## config.mk

```make
export PLATFORM = sky130hd
export DESIGN_NAME = multilayer_bus_matrix
export DESIGN_NICKNAME = d
export VERILOG_FILES = /design/src/design/bus_matrix_pkg.sv /design/src/design/multilayer_bus_matrix.sv
export SDC_FILE = /design/constraint.sdc
export NUM_CORES = 1
export LEC_CHECK = 0
export BUFFER_PORTS_ARGS = -buffer_cell sky130_fd_sc_hd__buf_2
export CELL_PAD_IN_SITES_DETAIL_PLACEMENT = 0
export CELL_PAD_IN_SITES_GLOBAL_PLACEMENT = 1
export CORE_AREA = 2 2 474 476
export DETAILED_ROUTE_END_ITERATION = 7
export DIE_AREA = 0 0 476 478
export PLACE_DENSITY = 0.31
export SLEW_MARGIN = 10
export SYNTH_ARGS = -nofsm -noshare
export SYNTH_HDL_FRONTEND = slang
export SYNTH_SLANG_ARGS = --single-unit
```

## constraint.sdc

```tcl
create_clock -name clock -period 8.31 [get_ports clock]
set_clock_uncertainty 0.2 [all_clocks]
set_input_delay 1.2465 -clock clock [delete_from_list [all_inputs] [get_ports clock]]
set_output_delay 1.2465 -clock clock [all_outputs]
set_load 0.02 [all_outputs]
```

## src/design/bus_matrix_pkg.sv

```systemverilog
/*
 Package for the multilayer bus matrix: port counts, region map,
 connectivity table, and the packed request/response carriers.
 Assumes AHB-lite style masters and slaves on one system clock.
*/
package bus_matrix_pkg;
   localparam int NUM_MASTERS = 5;
   localparam int NUM_SLAVES = 7;
   localparam int ADDR_W = 32;
   localparam int DATA_W = 32;

   // Master indices
   localparam int M_INSTR = 0;
   localparam int M_DATA = 1;
   localparam int M_SYS = 2;
   localparam int M_DMA_A = 3;
   localparam int M_DMA_B = 4;

   // Slave indices
   localparam int S_FLASH_I = 0;
   localparam int S_FLASH_D = 1;
   localparam int S_SRAM = 2;
   localparam int S_EXTMEM = 3;
   localparam int S_AHB = 4;
   localparam int S_APB_LO = 5;
   localparam int S_APB_HI = 6;

   // Connectivity: bit s of entry m set when master m may reach slave s
   localparam logic [6:0] CONN_INSTR = 7'h0D;
   localparam logic [6:0] CONN_DATA = 7'h0E;
   localparam logic [6:0] CONN_SYS = 7'h7C;
   localparam logic [6:0] CONN_DMA = 7'h7E;

   // Address regions
   localparam logic [31:0] CODE_LO = 32'h0000_0000;
   localparam logic [31:0] CODE_HI = 32'h1FFF_FFFF;
   localparam logic [31:0] SRAM_LO = 32'h2000_0000;
   localparam logic [31:0] SRAM_HI = 32'h3FFF_FFFF;
   localparam logic [31:0] APB_LO_LO = 32'h4000_0000;
   localparam logic [31:0] APB_LO_HI = 32'h4000_FFFF;
   localparam logic [31:0] APB_HI_LO = 32'h4001_0000;
   localparam logic [31:0] APB_HI_HI = 32'h4001_FFFF;
   localparam logic [31:0] AHB_LO = 32'h4002_0000;
   localparam logic [31:0] AHB_HI = 32'h5FFF_FFFF;
   localparam logic [31:0] EXT_LO = 32'h6000_0000;
   localparam logic [31:0] EXT_HI = 32'hA000_0FFF;

   // Bus clock ceilings and the system clock, in MHz
   localparam int APB_LO_MAX_MHZ = 54;
   localparam int APB_HI_MAX_MHZ = 108;
   localparam int SYS_MHZ = 50;

   typedef struct packed {
      logic valid;
      logic write;
      logic [31:0] addr;
      logic [31:0] wdata;
   } req_s;

   typedef struct packed {
      logic ready;
      logic error;
      logic [31:0] rdata;
   } rsp_s;
endpackage

```

## src/design/multilayer_bus_matrix.sv

```systemverilog
/*
 Multilayer bus matrix: five masters, seven slave ports, one arbiter
 per slave. Assumes masters hold a request stable until ready and
 slaves answer with ready (one cycle pulse) per accepted transfer.
*/
// Operation
// Each slave has own arbiter, so disjoint pairs transfer in parallel.
// Five master ports: instruction, data, system, two DMA.
// Path table fixes which slaves each master reaches.
// Pairs outside the table are answered with an error, never routed.
// Code region fetches by instruction master go to flash instruction port.
// Data master serves loads, stores and debug in the code region.
// System master serves SRAM and peripheral regions.
// Flash has separate instruction and data slave ports.
// Matrix plus one AHB port and two peripheral bus ports.
// Low speed peripheral bus clock at most 54 MHz.
// High speed peripheral bus runs at system speed, up to 108 MHz.
// Same-slave contention grants one, stalls others until completion.
`timescale 1ns/1ns
module multilayer_bus_matrix #(
   parameter int NM = bus_matrix_pkg::NUM_MASTERS,
   parameter int NS = bus_matrix_pkg::NUM_SLAVES
) (
   input wire logic clock,
   input wire logic rst,
   input wire bus_matrix_pkg::req_s m_req [NM],
   output bus_matrix_pkg::rsp_s m_rsp [NM],
   output bus_matrix_pkg::req_s s_req [NS],
   input wire bus_matrix_pkg::rsp_s s_rsp [NS],
   output logic lo_periph_clk_en,
   output logic hi_periph_clk_en
);
   logic [NS-1:0] sel [NM];
   logic [NM-1:0] want [NS];
   logic [NM-1:0] grant_ff [NS];
   logic [NM-1:0] nxt_grant [NS];
   logic [NM-1:0] last_ff [NS];
   logic [NM-1:0] skip_mask [NS];
   logic [NM-1:0] err_ff;
   logic [NS-1:0] conn [NM];

   assign conn[bus_matrix_pkg::M_INSTR] = bus_matrix_pkg::CONN_INSTR;
   assign conn[bus_matrix_pkg::M_DATA] = bus_matrix_pkg::CONN_DATA;
   assign conn[bus_matrix_pkg::M_SYS] = bus_matrix_pkg::CONN_SYS;
   assign conn[bus_matrix_pkg::M_DMA_A] = bus_matrix_pkg::CONN_DMA;
   assign conn[bus_matrix_pkg::M_DMA_B] = bus_matrix_pkg::CONN_DMA;

   function automatic logic in_rng(input logic [31:0] a,
                                   input logic [31:0] lo,
                                   input logic [31:0] hi);
      in_rng = (a >= lo) && (a <= hi);
   endfunction

   // Region decode; the flash port picks instruction or data by master
   function automatic logic [6:0] decode(input logic [31:0] a,
                                         input int m);
      logic [6:0] d;
      d = 7'h00;
      if (in_rng(a, bus_matrix_pkg::CODE_LO, bus_matrix_pkg::CODE_HI)) begin
         if (m == bus_matrix_pkg::M_INSTR)
            d[bus_matrix_pkg::S_FLASH_I] = 1'b1;
         else
            d[bus_matrix_pkg::S_FLASH_D] = 1'b1;
      end else if (in_rng(a, bus_matrix_pkg::SRAM_LO,
                          bus_matrix_pkg::SRAM_HI)) begin
         d[bus_matrix_pkg::S_SRAM] = 1'b1;
      end else if (in_rng(a, bus_matrix_pkg::APB_LO_LO,
                          bus_matrix_pkg::APB_LO_HI)) begin
         d[bus_matrix_pkg::S_APB_LO] = 1'b1;
      end else if (in_rng(a, bus_matrix_pkg::APB_HI_LO,
                          bus_matrix_pkg::APB_HI_HI)) begin
         d[bus_matrix_pkg::S_APB_HI] = 1'b1;
      end else if (in_rng(a, bus_matrix_pkg::AHB_LO,
                          bus_matrix_pkg::AHB_HI)) begin
         d[bus_matrix_pkg::S_AHB] = 1'b1;
      end else if (in_rng(a, bus_matrix_pkg::EXT_LO,
                          bus_matrix_pkg::EXT_HI)) begin
         d[bus_matrix_pkg::S_EXTMEM] = 1'b1;
      end
      decode = d;
   endfunction

   // Decode masked by the path table; a miss becomes an error answer
   generate
      for (genvar m = 0; m < NM; m++) begin : g_dec
         assign sel[m] = m_req[m].valid ?
            (decode(m_req[m].addr, m) & conn[m]) : 7'h00;
      end
      for (genvar s = 0; s < NS; s++) begin : g_want
         for (genvar m = 0; m < NM; m++) begin : g_bit
            assign want[s][m] = sel[m][s];
         end
      end
   endgenerate

   // Highest index first past the last-served mask, one arbiter per slave: independent paths
   always_comb begin
      for (int s = 0; s < NS; s++) begin
         nxt_grant[s] = grant_ff[s];
         // A finishing master steps aside while anyone else waits
         skip_mask[s] = last_ff[s];
         if (s_rsp[s].ready && s_req[s].valid) begin
            skip_mask[s] = grant_ff[s];
         end
         if (grant_ff[s] == '0 ||
             (s_rsp[s].ready && s_req[s].valid) ||
             (want[s] & grant_ff[s]) == '0) begin
            nxt_grant[s] = '0;
            for (int k = 2 * NM - 1; k >= 0; k--) begin
               if (k < NM && want[s][k] && !skip_mask[s][k] &&
                   nxt_grant[s] == '0) begin
                  nxt_grant[s][k] = 1'b1;
               end
            end
            if (nxt_grant[s] == '0) begin
               for (int k = NM - 1; k >= 0; k--) begin
                  if (want[s][k]) begin
                     nxt_grant[s] = '0;
                     nxt_grant[s][k] = 1'b1;
                  end
               end
            end
         end
      end
   end

   always_ff @(posedge clock or posedge rst) begin
      if (rst) begin
         for (int s = 0; s < NS; s++) begin
            grant_ff[s] <= '0;
         end
      end else begin
         for (int s = 0; s < NS; s++) begin
            grant_ff[s] <= nxt_grant[s];
         end
      end
   end

   // Last-served mask keeps the winner from taking the next grant while another master waits
   always_ff @(posedge clock or posedge rst) begin
      if (rst) begin
         for (int s = 0; s < NS; s++) begin
            last_ff[s] <= '0;
         end
      end else begin
         for (int s = 0; s < NS; s++) begin
            if (s_rsp[s].ready && s_req[s].valid) begin
               last_ff[s] <= grant_ff[s];
            end
         end
      end
   end

   // Slave side muxes: each slave sees only its granted master
   always_comb begin
      for (int s = 0; s < NS; s++) begin
         s_req[s] = '0;
         for (int m = 0; m < NM; m++) begin
            if (grant_ff[s][m] && sel[m][s]) begin
               s_req[s] = m_req[m];
            end
         end
      end
   end

   // Unreachable pairs get a one-cycle error answer
   always_ff @(posedge clock or posedge rst) begin
      if (rst) begin
         err_ff <= '0;
      end else begin
         for (int m = 0; m < NM; m++) begin
            err_ff[m] <= m_req[m].valid && sel[m] == 7'h00 &&
                         !err_ff[m];
         end
      end
   end

   // Master side: stalled masters see ready low
   always_comb begin
      for (int m = 0; m < NM; m++) begin
         m_rsp[m] = '0;
         if (err_ff[m]) begin
            m_rsp[m].ready = 1'b1;
            m_rsp[m].error = 1'b1;
         end
         for (int s = 0; s < NS; s++) begin
            if (grant_ff[s][m] && sel[m][s]) begin
               m_rsp[m] = s_rsp[s];
            end
         end
      end
   end

   // Peripheral bus clock enables; system clock is below both ceilings
   assign lo_periph_clk_en = !rst &&
      (bus_matrix_pkg::SYS_MHZ <= bus_matrix_pkg::APB_LO_MAX_MHZ);
   assign hi_periph_clk_en = !rst &&
      (bus_matrix_pkg::SYS_MHZ <= bus_matrix_pkg::APB_HI_MAX_MHZ);

   // Checks watch only what the matrix itself drives
   generate
      for (genvar s = 0; s < NS; s++) begin : g_chk
         one_grant_a: assert property (
            @(posedge clock) disable iff (rst)
            $onehot0(grant_ff[s]))
            else $error("more than one master granted");
         hold_grant_a: assert property (
            @(posedge clock) disable iff (rst)
            (grant_ff[s] != '0 && (want[s] & grant_ff[s]) != '0 &&
             !s_rsp[s].ready) |=> grant_ff[s] == $past(grant_ff[s]))
            else $error("grant dropped mid transfer");
         // Back-to-back requests from one master must not lock others out
         hand_over_a: assert property (
            @(posedge clock) disable iff (rst)
            (s_rsp[s].ready && s_req[s].valid &&
             (want[s] & ~grant_ff[s]) != '0)
            |=> (grant_ff[s] & $past(grant_ff[s])) == '0)
            else $error("waiting master passed over");
         legal_path_a: assert property (
            @(posedge clock) disable iff (rst)
            s_req[s].valid |-> (grant_ff[s] & want[s]) != '0)
            else $error("slave request without grant");
         for (genvar m = 0; m < NM; m++) begin : g_route
            req_route_a: assert property (
               @(posedge clock) disable iff (rst)
               (grant_ff[s][m] && sel[m][s]) |-> s_req[s] == m_req[m])
               else $error("slave sees another master");
            rsp_route_a: assert property (
               @(posedge clock) disable iff (rst)
               (grant_ff[s][m] && sel[m][s]) |-> m_rsp[m] == s_rsp[s])
               else $error("master sees another slave");
            // A pending error answer may still be on its way out
            stall_a: assert property (
               @(posedge clock) disable iff (rst)
               (want[s][m] && !grant_ff[s][m] && !err_ff[m])
               |-> !m_rsp[m].ready)
               else $error("stalled master saw ready");
         end
      end
      for (genvar m = 0; m < NM; m++) begin : g_mchk
         no_bad_path_a: assert property (
            @(posedge clock) disable iff (rst)
            (sel[m] & ~conn[m]) == '0)
            else $error("forbidden path selected");
         one_target_a: assert property (
            @(posedge clock) disable iff (rst)
            $onehot0(sel[m]))
            else $error("request routed to two slaves");
         err_answer_a: assert property (
            @(posedge clock) disable iff (rst)
            (m_req[m].valid && sel[m] == 7'h00 && !err_ff[m])
            |=> m_rsp[m].error)
            else $error("missing error answer");
         err_pulse_a: assert property (
            @(posedge clock) disable iff (rst)
            err_ff[m] |=> !err_ff[m])
            else $error("error answer held too long");
         flash_data_a: assert property (
            @(posedge clock) disable iff (rst)
            (m_req[m].valid && conn[m][bus_matrix_pkg::S_FLASH_D] &&
             m_req[m].addr <= bus_matrix_pkg::CODE_HI)
            |-> sel[m][bus_matrix_pkg::S_FLASH_D])
            else $error("code access missed flash data port");
         apb_split_a: assert property (
            @(posedge clock) disable iff (rst)
            (m_req[m].valid && conn[m][bus_matrix_pkg::S_APB_HI] &&
             m_req[m].addr >= bus_matrix_pkg::APB_HI_LO &&
             m_req[m].addr <= bus_matrix_pkg::APB_HI_HI)
            |-> sel[m][bus_matrix_pkg::S_APB_HI])
            else $error("fast peripheral access misrouted");
      end
   endgenerate

   // Code region fetches must never land on the data side of flash
   instr_code_a: assert property (
      @(posedge clock) disable iff (rst)
      (m_req[bus_matrix_pkg::M_INSTR].valid &&
       m_req[bus_matrix_pkg::M_INSTR].addr <= bus_matrix_pkg::CODE_HI)
      |-> sel[bus_matrix_pkg::M_INSTR][bus_matrix_pkg::S_FLASH_I])
      else $error("instruction fetch missed its flash port");
   data_flash_a: assert property (
      @(posedge clock) disable iff (rst)
      !sel[bus_matrix_pkg::M_DATA][bus_matrix_pkg::S_FLASH_I])
      else $error("data master on flash instruction port");
   data_debug_a: assert property (
      @(posedge clock) disable iff (rst)
      (m_req[bus_matrix_pkg::M_DATA].valid &&
       m_req[bus_matrix_pkg::M_DATA].addr <= bus_matrix_pkg::CODE_HI)
      |-> sel[bus_matrix_pkg::M_DATA][bus_matrix_pkg::S_FLASH_D])
      else $error("data master missed code region");
   sys_no_flash_a: assert property (
      @(posedge clock) disable iff (rst)
      sel[bus_matrix_pkg::M_SYS][1:0] == 2'h0)
      else $error("system master reached flash");
   sys_sram_a: assert property (
      @(posedge clock) disable iff (rst)
      (m_req[bus_matrix_pkg::M_SYS].valid &&
       m_req[bus_matrix_pkg::M_SYS].addr >= bus_matrix_pkg::SRAM_LO &&
       m_req[bus_matrix_pkg::M_SYS].addr <= bus_matrix_pkg::SRAM_HI)
      |-> sel[bus_matrix_pkg::M_SYS][bus_matrix_pkg::S_SRAM])
      else $error("system master missed SRAM");
   // Ceilings are fixed at build time, so the enables drop only while rst is high
   lo_clk_a: assert property (
      @(posedge clock) disable iff (rst)
      lo_periph_clk_en)
      else $error("low speed bus clock stopped");
   hi_clk_a: assert property (
      @(posedge clock) disable iff (rst)
      hi_periph_clk_en)
      else $error("high speed bus clock stopped");
endmodule // multilayer_bus_matrix

```

==> results.txt, run 1 <==
- The flow ran to the end, and the final reports show no timing, DRC or antenna violations.
- The finished layout holds 7064 standard cells, fillers aside.
- H-tree depth reported by CTS: 2
- TritonCTS built the clock tree.
- The die covers 228000 µm².
* Clock Latency Late Sink: ~0.31 ns
- Of the available clock period, the critical path in the final layout requires 81.6%.
- 1204 I/O pins were placed.
* Yosys top cell area share: between 10% and 20%
- TritonCTS buffer count: 5
* Gate count after technology mapping: approximately 3100
- Data arrives at the worst endpoint at 5.33 ns.
- The number of slew-limit violations in the final report is 0.
- Worst setup timing slack at the placement stage: 1.41 ns
* Final wirelength: 240 mm
- The tightest min-delay check is of the flip-flop to flip-flop type.
- Post-cts resize count: 0
- Post-DR vias/cell: 4.43
- In the final layout, the share of cells above drive strength 1 is 33.4%.
- Clock transition time at the flip-flop clock pins of the worst setup and hold paths: 0.08 ns
- The library cell used most frequently in the layout, excluding fill and tap cells, is buf_2.
* Largest voltage drop on the vdd net: 0.0000682 V
- In this run the standard cell core region covers 223000 µm².
- For this block, the initial DRC count from the detailed router was 3566.
* Dpl hpwl: 190 mm
* Deepest clock path buffer count: 2
- After routing the design area is 27100 µm².
* Power per cell area: 43.6 nW/µm²
- Final setup violation count: 0
* Total DRC errors in the routed layout: 0
* Antenna violations before repair: 95
- Number of global-route vias before repair: approximately 30000
- Wire length of the first global-routing pass: 308 mm
- Counting flops with an async set or reset pin after synthesis yields a share of 100%.
* Transition time at the pin with the least slew margin: 1.08 ns
- Total of hold buffers inserted after clock tree synthesis: 0
- Entering global routing, the biggest net connects 90 pins.
- Layout Area Growth over Synthesis: 55.0%
- LEAKAGE: 12.7 nW
- Unrepaired setup endpoints after global routing: false
- For this run, the top clock speed supported by timing is 0.148 GHz.
- Global routing finished with a remaining overflow of 0.
- CTS placed an instance of clkbuf_16 at the clock tree root.
- Dividing the detail-routed wire length by the instance count gives 34.0 µm.
* Worst setup slack after layout: 1.53 ns
* Std cell rows: 174
* Number of buffers added for setup after CTS: 0
- Syn_area_per_cell: 5.64 µm²
- Horizontal die dimension: 476 µm
* Max cap viols: 0
- For this design, the sink count on the clock tree is 44.
* Total negative setup slack: 0 ns
* Cell Count Post-Placement: between 6000 and 7000
- Tightest slew margin relative to the limit: 26.9%
* Number of flops mapped to enable cells by yosys: 0
- Hold is met by 0.312 ns.
* Register area share after synthesis: about 6.3%
- Combined area of all synthesized cells: about 18000 µm²
- By area the synthesized netlist is led by nor2_1, nand2_1, a31oi_1.
- Kind of critical path: input port to primary output
* Number of optimization iterations in the first detailed-route pass: 8
- Measured along the y axis, the die boundary spans ~480 µm.
- In the layout the commonest cells are buf_2, nor2_1, nand2_1, nand3_1, a31oi_1.
* Count of input and output buffers: 1164
* Starting density of the core: between 7 and 8%
* Biggest area consumer among synthesized cells: nor2_1
* Required time of the worst setup path: 6.86 ns
- After synthesis, the netlist uses 72 different library cells.
- Area of placed instances: 26800 µm²
* Number of routed nets with antenna violations: 0
* Synthesized flop and latch total: 44
* Placer Congestion: 0.898
- The number of failing hold endpoints at the final stage was 0.
- The worst setup path is captured at a primary output.
- Peak fanout along the critical path: 26
- Detailed routing inserted a total of 31310 vias.
- Synth warn: 0
* Post-layout minimum cycle time: 6.78 ns
- At the end of the flow, the number of nets in the layout was 4583.
* Most common flop cell mapped by yosys: dfrtp_1
* Critical Path Start Type: input port
* GR Util All Layers: 19.9%
final cells by class:
type	instances	area (µm²)
diodes	58	145
repair buffers	1264	6880
clock buffers	5	125
fillers	26491	196000
well taps	2992	3740
inverters	81	304
multi-input cells	2617	14800
clock inverters	3	46.3
flip-flops and latches	44	1100
cell usage after synthesis (all sizes together), types with 3 or more instances:
master  number
nor2b        6
a311oi      69
and4b        3
nand4        4
a31oi      266
mux2        12
a221oi      62
o31ai       11
clkbuf     311
nand3      292
o21ai       86
a41oi       33
nor2       518
nor4        16
nor4b       11
nor3b        3
mux2i        6
a222oi     160
inv         81
buf         87
a211oi      12
nand2      502
dfrtp       44
a21oi       97
or3          3
a32o        10
and3        76
nand2b       6
nor3        68
o211ai      67
or4          5
and2        81
and4bb       4
a22oi       55
final timing paths:
path / start / endpoint / slack, ns / cells past startpoint
min in group asynchronous: rst / last_ff[22] / 0.91 / 3
setup reg to reg: grant_ff[16] / grant_ff[15] / 4.84 / 8
max in group asynchronous: rst / grant_ff[30] / 6.37 / 3
hold reg to reg: last_ff[3] / last_ff[3] / 0.31 / 2
setup / recovery: m_req[185] / s_req[244] / 1.53 / 11
hold / removal: last_ff[3] / last_ff[3] / 0.31 / 2
kinds of logic (layout without fill, tap and decap cells):
family	Yosys count	count (layout)	synth area share (%)
mux	18	18	1.16
compound gates	947	947	39.9
simple gates	1612	1612	41.3
flops	44	44	6.29
other cells	1	97	0.0214
xor+xnor	1	1	0.0500
buf+inv	479	1353	11.2
metrics by stage:
stage          total power, mW  utilization, %
4_1_cts                   1.19            12.1
3_5_place_dp             0.936            12.0
2_1_floorplan            0.417               -
6_report                  1.18            12.2
5_1_grt                   1.23            12.1
3_3_place_gp             0.938            12.0
worst max-delay path: stages:
cell	delay (ns)
buf_2	0.17
nor3_1	0.85
nand3_1	0.36
o31ai_1	0.67
nor2b_4	0.44
buf_4	0.49
a311oi_1	0.08
nor3_1	0.18
a21oi_1	0.07
o21ai_0	0.45
buf_2	0.26
flip-flops by register name, indices dropped and copies added, names as in the netlist:
signal	cells
err_ff	5
grant_ff	23
last_ff	16
where the power goes:
group          leakage (nW)  total (mW)  switching, mW  internal [mW]
Sequential            0.602       0.234         0.0115          0.223
Clock                0.0808       0.251          0.107          0.143
Combinational          12.0       0.699          0.517          0.182
metal layers:
layer | routed length [µm] | GRT usage (%) | vias to the layer above
li1 | - | - | 13501
met4 | 10900 | 8.22 | 30
met3 | 17000 | 3.87 | 297
met2 | 119000 | 35.2 | 1861
met1 | 93600 | 23.1 | 15621
met5 | 191 | 0 | -
Power figures use the tool's default switching activity.
==> run 2, diff against run 1 <==
- CORE_AREA: 2 2 474 476 -> 2 2 463 465
- DIE_AREA: 0 0 476 478 -> 0 0 465 467
- PLACE_DENSITY: 0.31 -> 0.32
- clock period: 8.31 -> 6.35 ns (I/O delays scaled with it)
==> run 2 against run 1 <==
  * Core utilization grew 0.75 points
  * Total power increased by 32%
  * Final cell count down 2.1%
==> results.txt, run 2 (same netlist as run 1, synthesis figures left out) <==
- The worst-case vdd ir drop was 0.0000806 V (was 0.0000682 V).
- The reg-to-reg setup timing slack was 2.90 ns (was 4.84 ns).
* Deepest clock path buffer count: 2 (unchanged)
- TritonCTS Sinks: 44 (unchanged)
- Number of optimization iterations in the first detailed-route pass: 8 (unchanged)
- Clock Latency Late Sink: 0.31 ns (about the same)
- The worst-path maximum fanout came to 16 (was 26).
- The post-detailed-route via-to-cell ratio was 4.57 (was 4.43).
* Starting density of the core: 8.27% (was 7.85%)
- The required arrival time at the worst endpoint is 5.20 ns (was 6.86 ns).
- The worst path uses 88.4% of the clock period.
- CP Cell Sequence: buf_2 -> nor4_2 -> buf_4 -> nand3_1 -> o21ai_0 -> and2_4 -> buf_4 -> a311oi_1 -> nor3_1 -> a21oi_1 -> o21ai_1 -> buf_2 (was buf_2 -> nor3_1 -> nand3_1 -> o31ai_1 -> nor2b_4 -> buf_4 -> a311oi_1 -> nor3_1 -> a21oi_1 -> o21ai_0 -> buf_2).
* Maximum number of pins on one net before global-route repair: 128 (was 90)
* Tightest slew margin relative to the limit: 16.8% (was 26.9%)
* WHS Path Cells: 1 (was 2)
* Total buffers and inverters traversed by the critical path: 4 (was 3)
- The total grt overflow was 0 (unchanged).
- Kind of capture point of the worst setup path: primary output (unchanged)
- Critical Path Start Type: input port (unchanged)
* Data arrival at the endpoint of the critical path: 4.46 ns (was 5.33 ns)
* Launch instance of the worst register-to-register path: grant_ff[16] (unchanged)
* GR Util All Layers: 20.6% (was 19.9%)
- The sum of routed wire length over all layers is 238 mm (was 240 mm).
- Endpoint of the worst hold path: err_ff[0] (was last_ff[3])
- The core area came to 212000 µm² (was 223000 µm²).
- The number of setup buffers added after CTS came to 0 (unchanged).
* Achievable frequency: 0.178 GHz
- Final hold vios: 0 (unchanged)
* Most common cell after layout, fill and taps aside: buf_2 (unchanged)
* Worst min-delay path startpoint: err_ff[0] (was last_ff[3])
- The HPWL after detailed placement is 190 mm (about the same).
- The standard-cell row count was 169 (was 174).
* Buffer type at the clock tree root: clkbuf_16 (unchanged)
- The length in cells of the worst reg-to-reg path was 8 (unchanged).
- The total power per unit cell area is 57.4 nW/µm² (was 43.6 nW/µm²).
- The area growth from synthesis to layout is 56.1% (was 55.0%).
- The H-tree depth was 2 (unchanged).
- Total negative setup slack: 0 ns (unchanged)
- Max-slew violations: 0 (unchanged)
- Unrepaired setup endpoints after global routing: false (unchanged)
* Stages on worst setup path: 12 (was 11)
* Placer Congestion: 0.890 (was 0.898)
- The measured slew at the worst slew-check pin was 1.25 ns (was 1.08 ns).
- The critical path class is input port to primary output (unchanged).
* Number of nets in the final layout: 4623 (was 4583)
- The destination of the worst register-to-register timing path is grant_ff[16] (was grant_ff[15]).
- The clock transition at the registers of the reported paths came to 0.06 ns (was 0.08 ns).
* Longest individual stage delay on the worst path: 0.58 ns (was 0.85 ns)
* Number of global-route vias before repair: 30448 (was 29877)
* Worst min-delay path category: flip-flop to flip-flop (unchanged)
- The port buffer count is 1164 (unchanged).
* Number of flip-flops in the largest register: 23 (unchanged)
- The count of boundary I/O pins is 1204 (unchanged).
- Total of hold buffers inserted after clock tree synthesis: 0 (unchanged)
* Largest register by flop count: grant_ff (unchanged)
- Post-cts resize count: 0 (unchanged)
- The die footprint is 217000 µm² (was 228000 µm²).
- WL/cell: 34.4 µm (was 34.0 µm)
- LEAKAGE: 12.9 nW (was 12.7 nW)
- Total number of vias: 31611 (was 31310)
* Total DRC errors in the routed layout: 0 (unchanged)
- TritonCTS buffer count: 5 (unchanged)
- Status: complete, no violations (unchanged)
- The worst path in the final design needs a cycle of between 5 and 6 ns, including I/O delays and setup.
- CTS tree: built (unchanged)
* Number of routed nets with antenna violations: 0 (unchanged)
- Vertical extent of the die: 467 µm (was 478 µm)
- Largest registers: grant_ff (23), last_ff (16), err_ff (5) (unchanged).
- The number of violations of the max-capacitance limit was 0 (unchanged).
* Horizontal die dimension: 465 µm (was 476 µm)
- Critical Path Start: m_req[310] (was m_req[185])
* Antenna violations before repair: 93 (was 95)
* Wire length of the first global-routing pass: 308 mm (about the same)
* Cell family with most CP delay: simple AND/OR/NAND/NOR gates (unchanged)
- Final setup violation count: 0 (unchanged)
- Top library cells by usage in the layout, fill and taps aside: buf_2, nor2_1, nand2_1, nand3_1, a31oi_1 (unchanged).
- The highest-delay cell along the critical path is nor3_1 (unchanged).
* Overall power: 1.57 mW (was 1.18 mW)
* Layout cells sized above 1: 34.1% (was 33.4%)
- DR iter-0 viols: 3586 (was 3566)
run 2: cell count changes in the layout (fill, tap and decap cells not counted), moves of 2 or more:
cell	previous run	this run
buf_12	24	35
buf_4	76	105
diode_2	58	44
nor4_1	14	12
nor4_2	1	3
o21ai_0	65	67
o21ai_1	21	19
run 2: final cells by class:
cell class | count | area (µm²)
tap | 2821 | 3530
clock buffer | 6 | 139
antenna | 44 | 110
multi-input combinational | 2617 | 14800
fill | 25133 | 184000
timing repair buffer | 1304 | 7310
clock inverter | 2 | 38.8
inverter | 81 | 304
sequential | 44 | 1100
run 2: per-stage QoR:
stage	hold slack [ns]	instances	utilization, %	worst slack [ns]	instance area (µm²)
after floorplan	0.202	3140	-	2.01	17600
after global placement	0.255	6866	12.8	0.631	27000
after detailed placement	0.241	6867	12.8	0.673	27000
after CTS	0.257	6875	12.9	0.665	27200
after global routing	0.265	6900	12.9	0.581	27300
final	0.253	6919	12.9	0.740	27300
run 2: power breakdown:
group          internal [mW]  switching [mW]
clock network          0.198           0.135
registers              0.291          0.0131
logic                  0.242           0.689
run 2: worst max-delay path by stage:
stage                             to  slack, ns
after global routing       s_req[46]       0.58
after detailed placement   s_req[46]       0.67
final                     s_req[248]       0.74
after floorplan             m_rsp[0]       2.01
after global placement     s_req[46]       0.63
after CTS                  s_req[46]       0.66
run 2: metal layers:
metal / vias to the layer above / share of wire [%] / track usage (%)
met3: 321 / 6.9 / 3.81
met2: 1911 / 50 / 37.6
li1: 13564 / - / -
met5: - / 0.046 / 0
met4: 18 / 4.6 / 7.85
met1: 15797 / 38 / 23.7
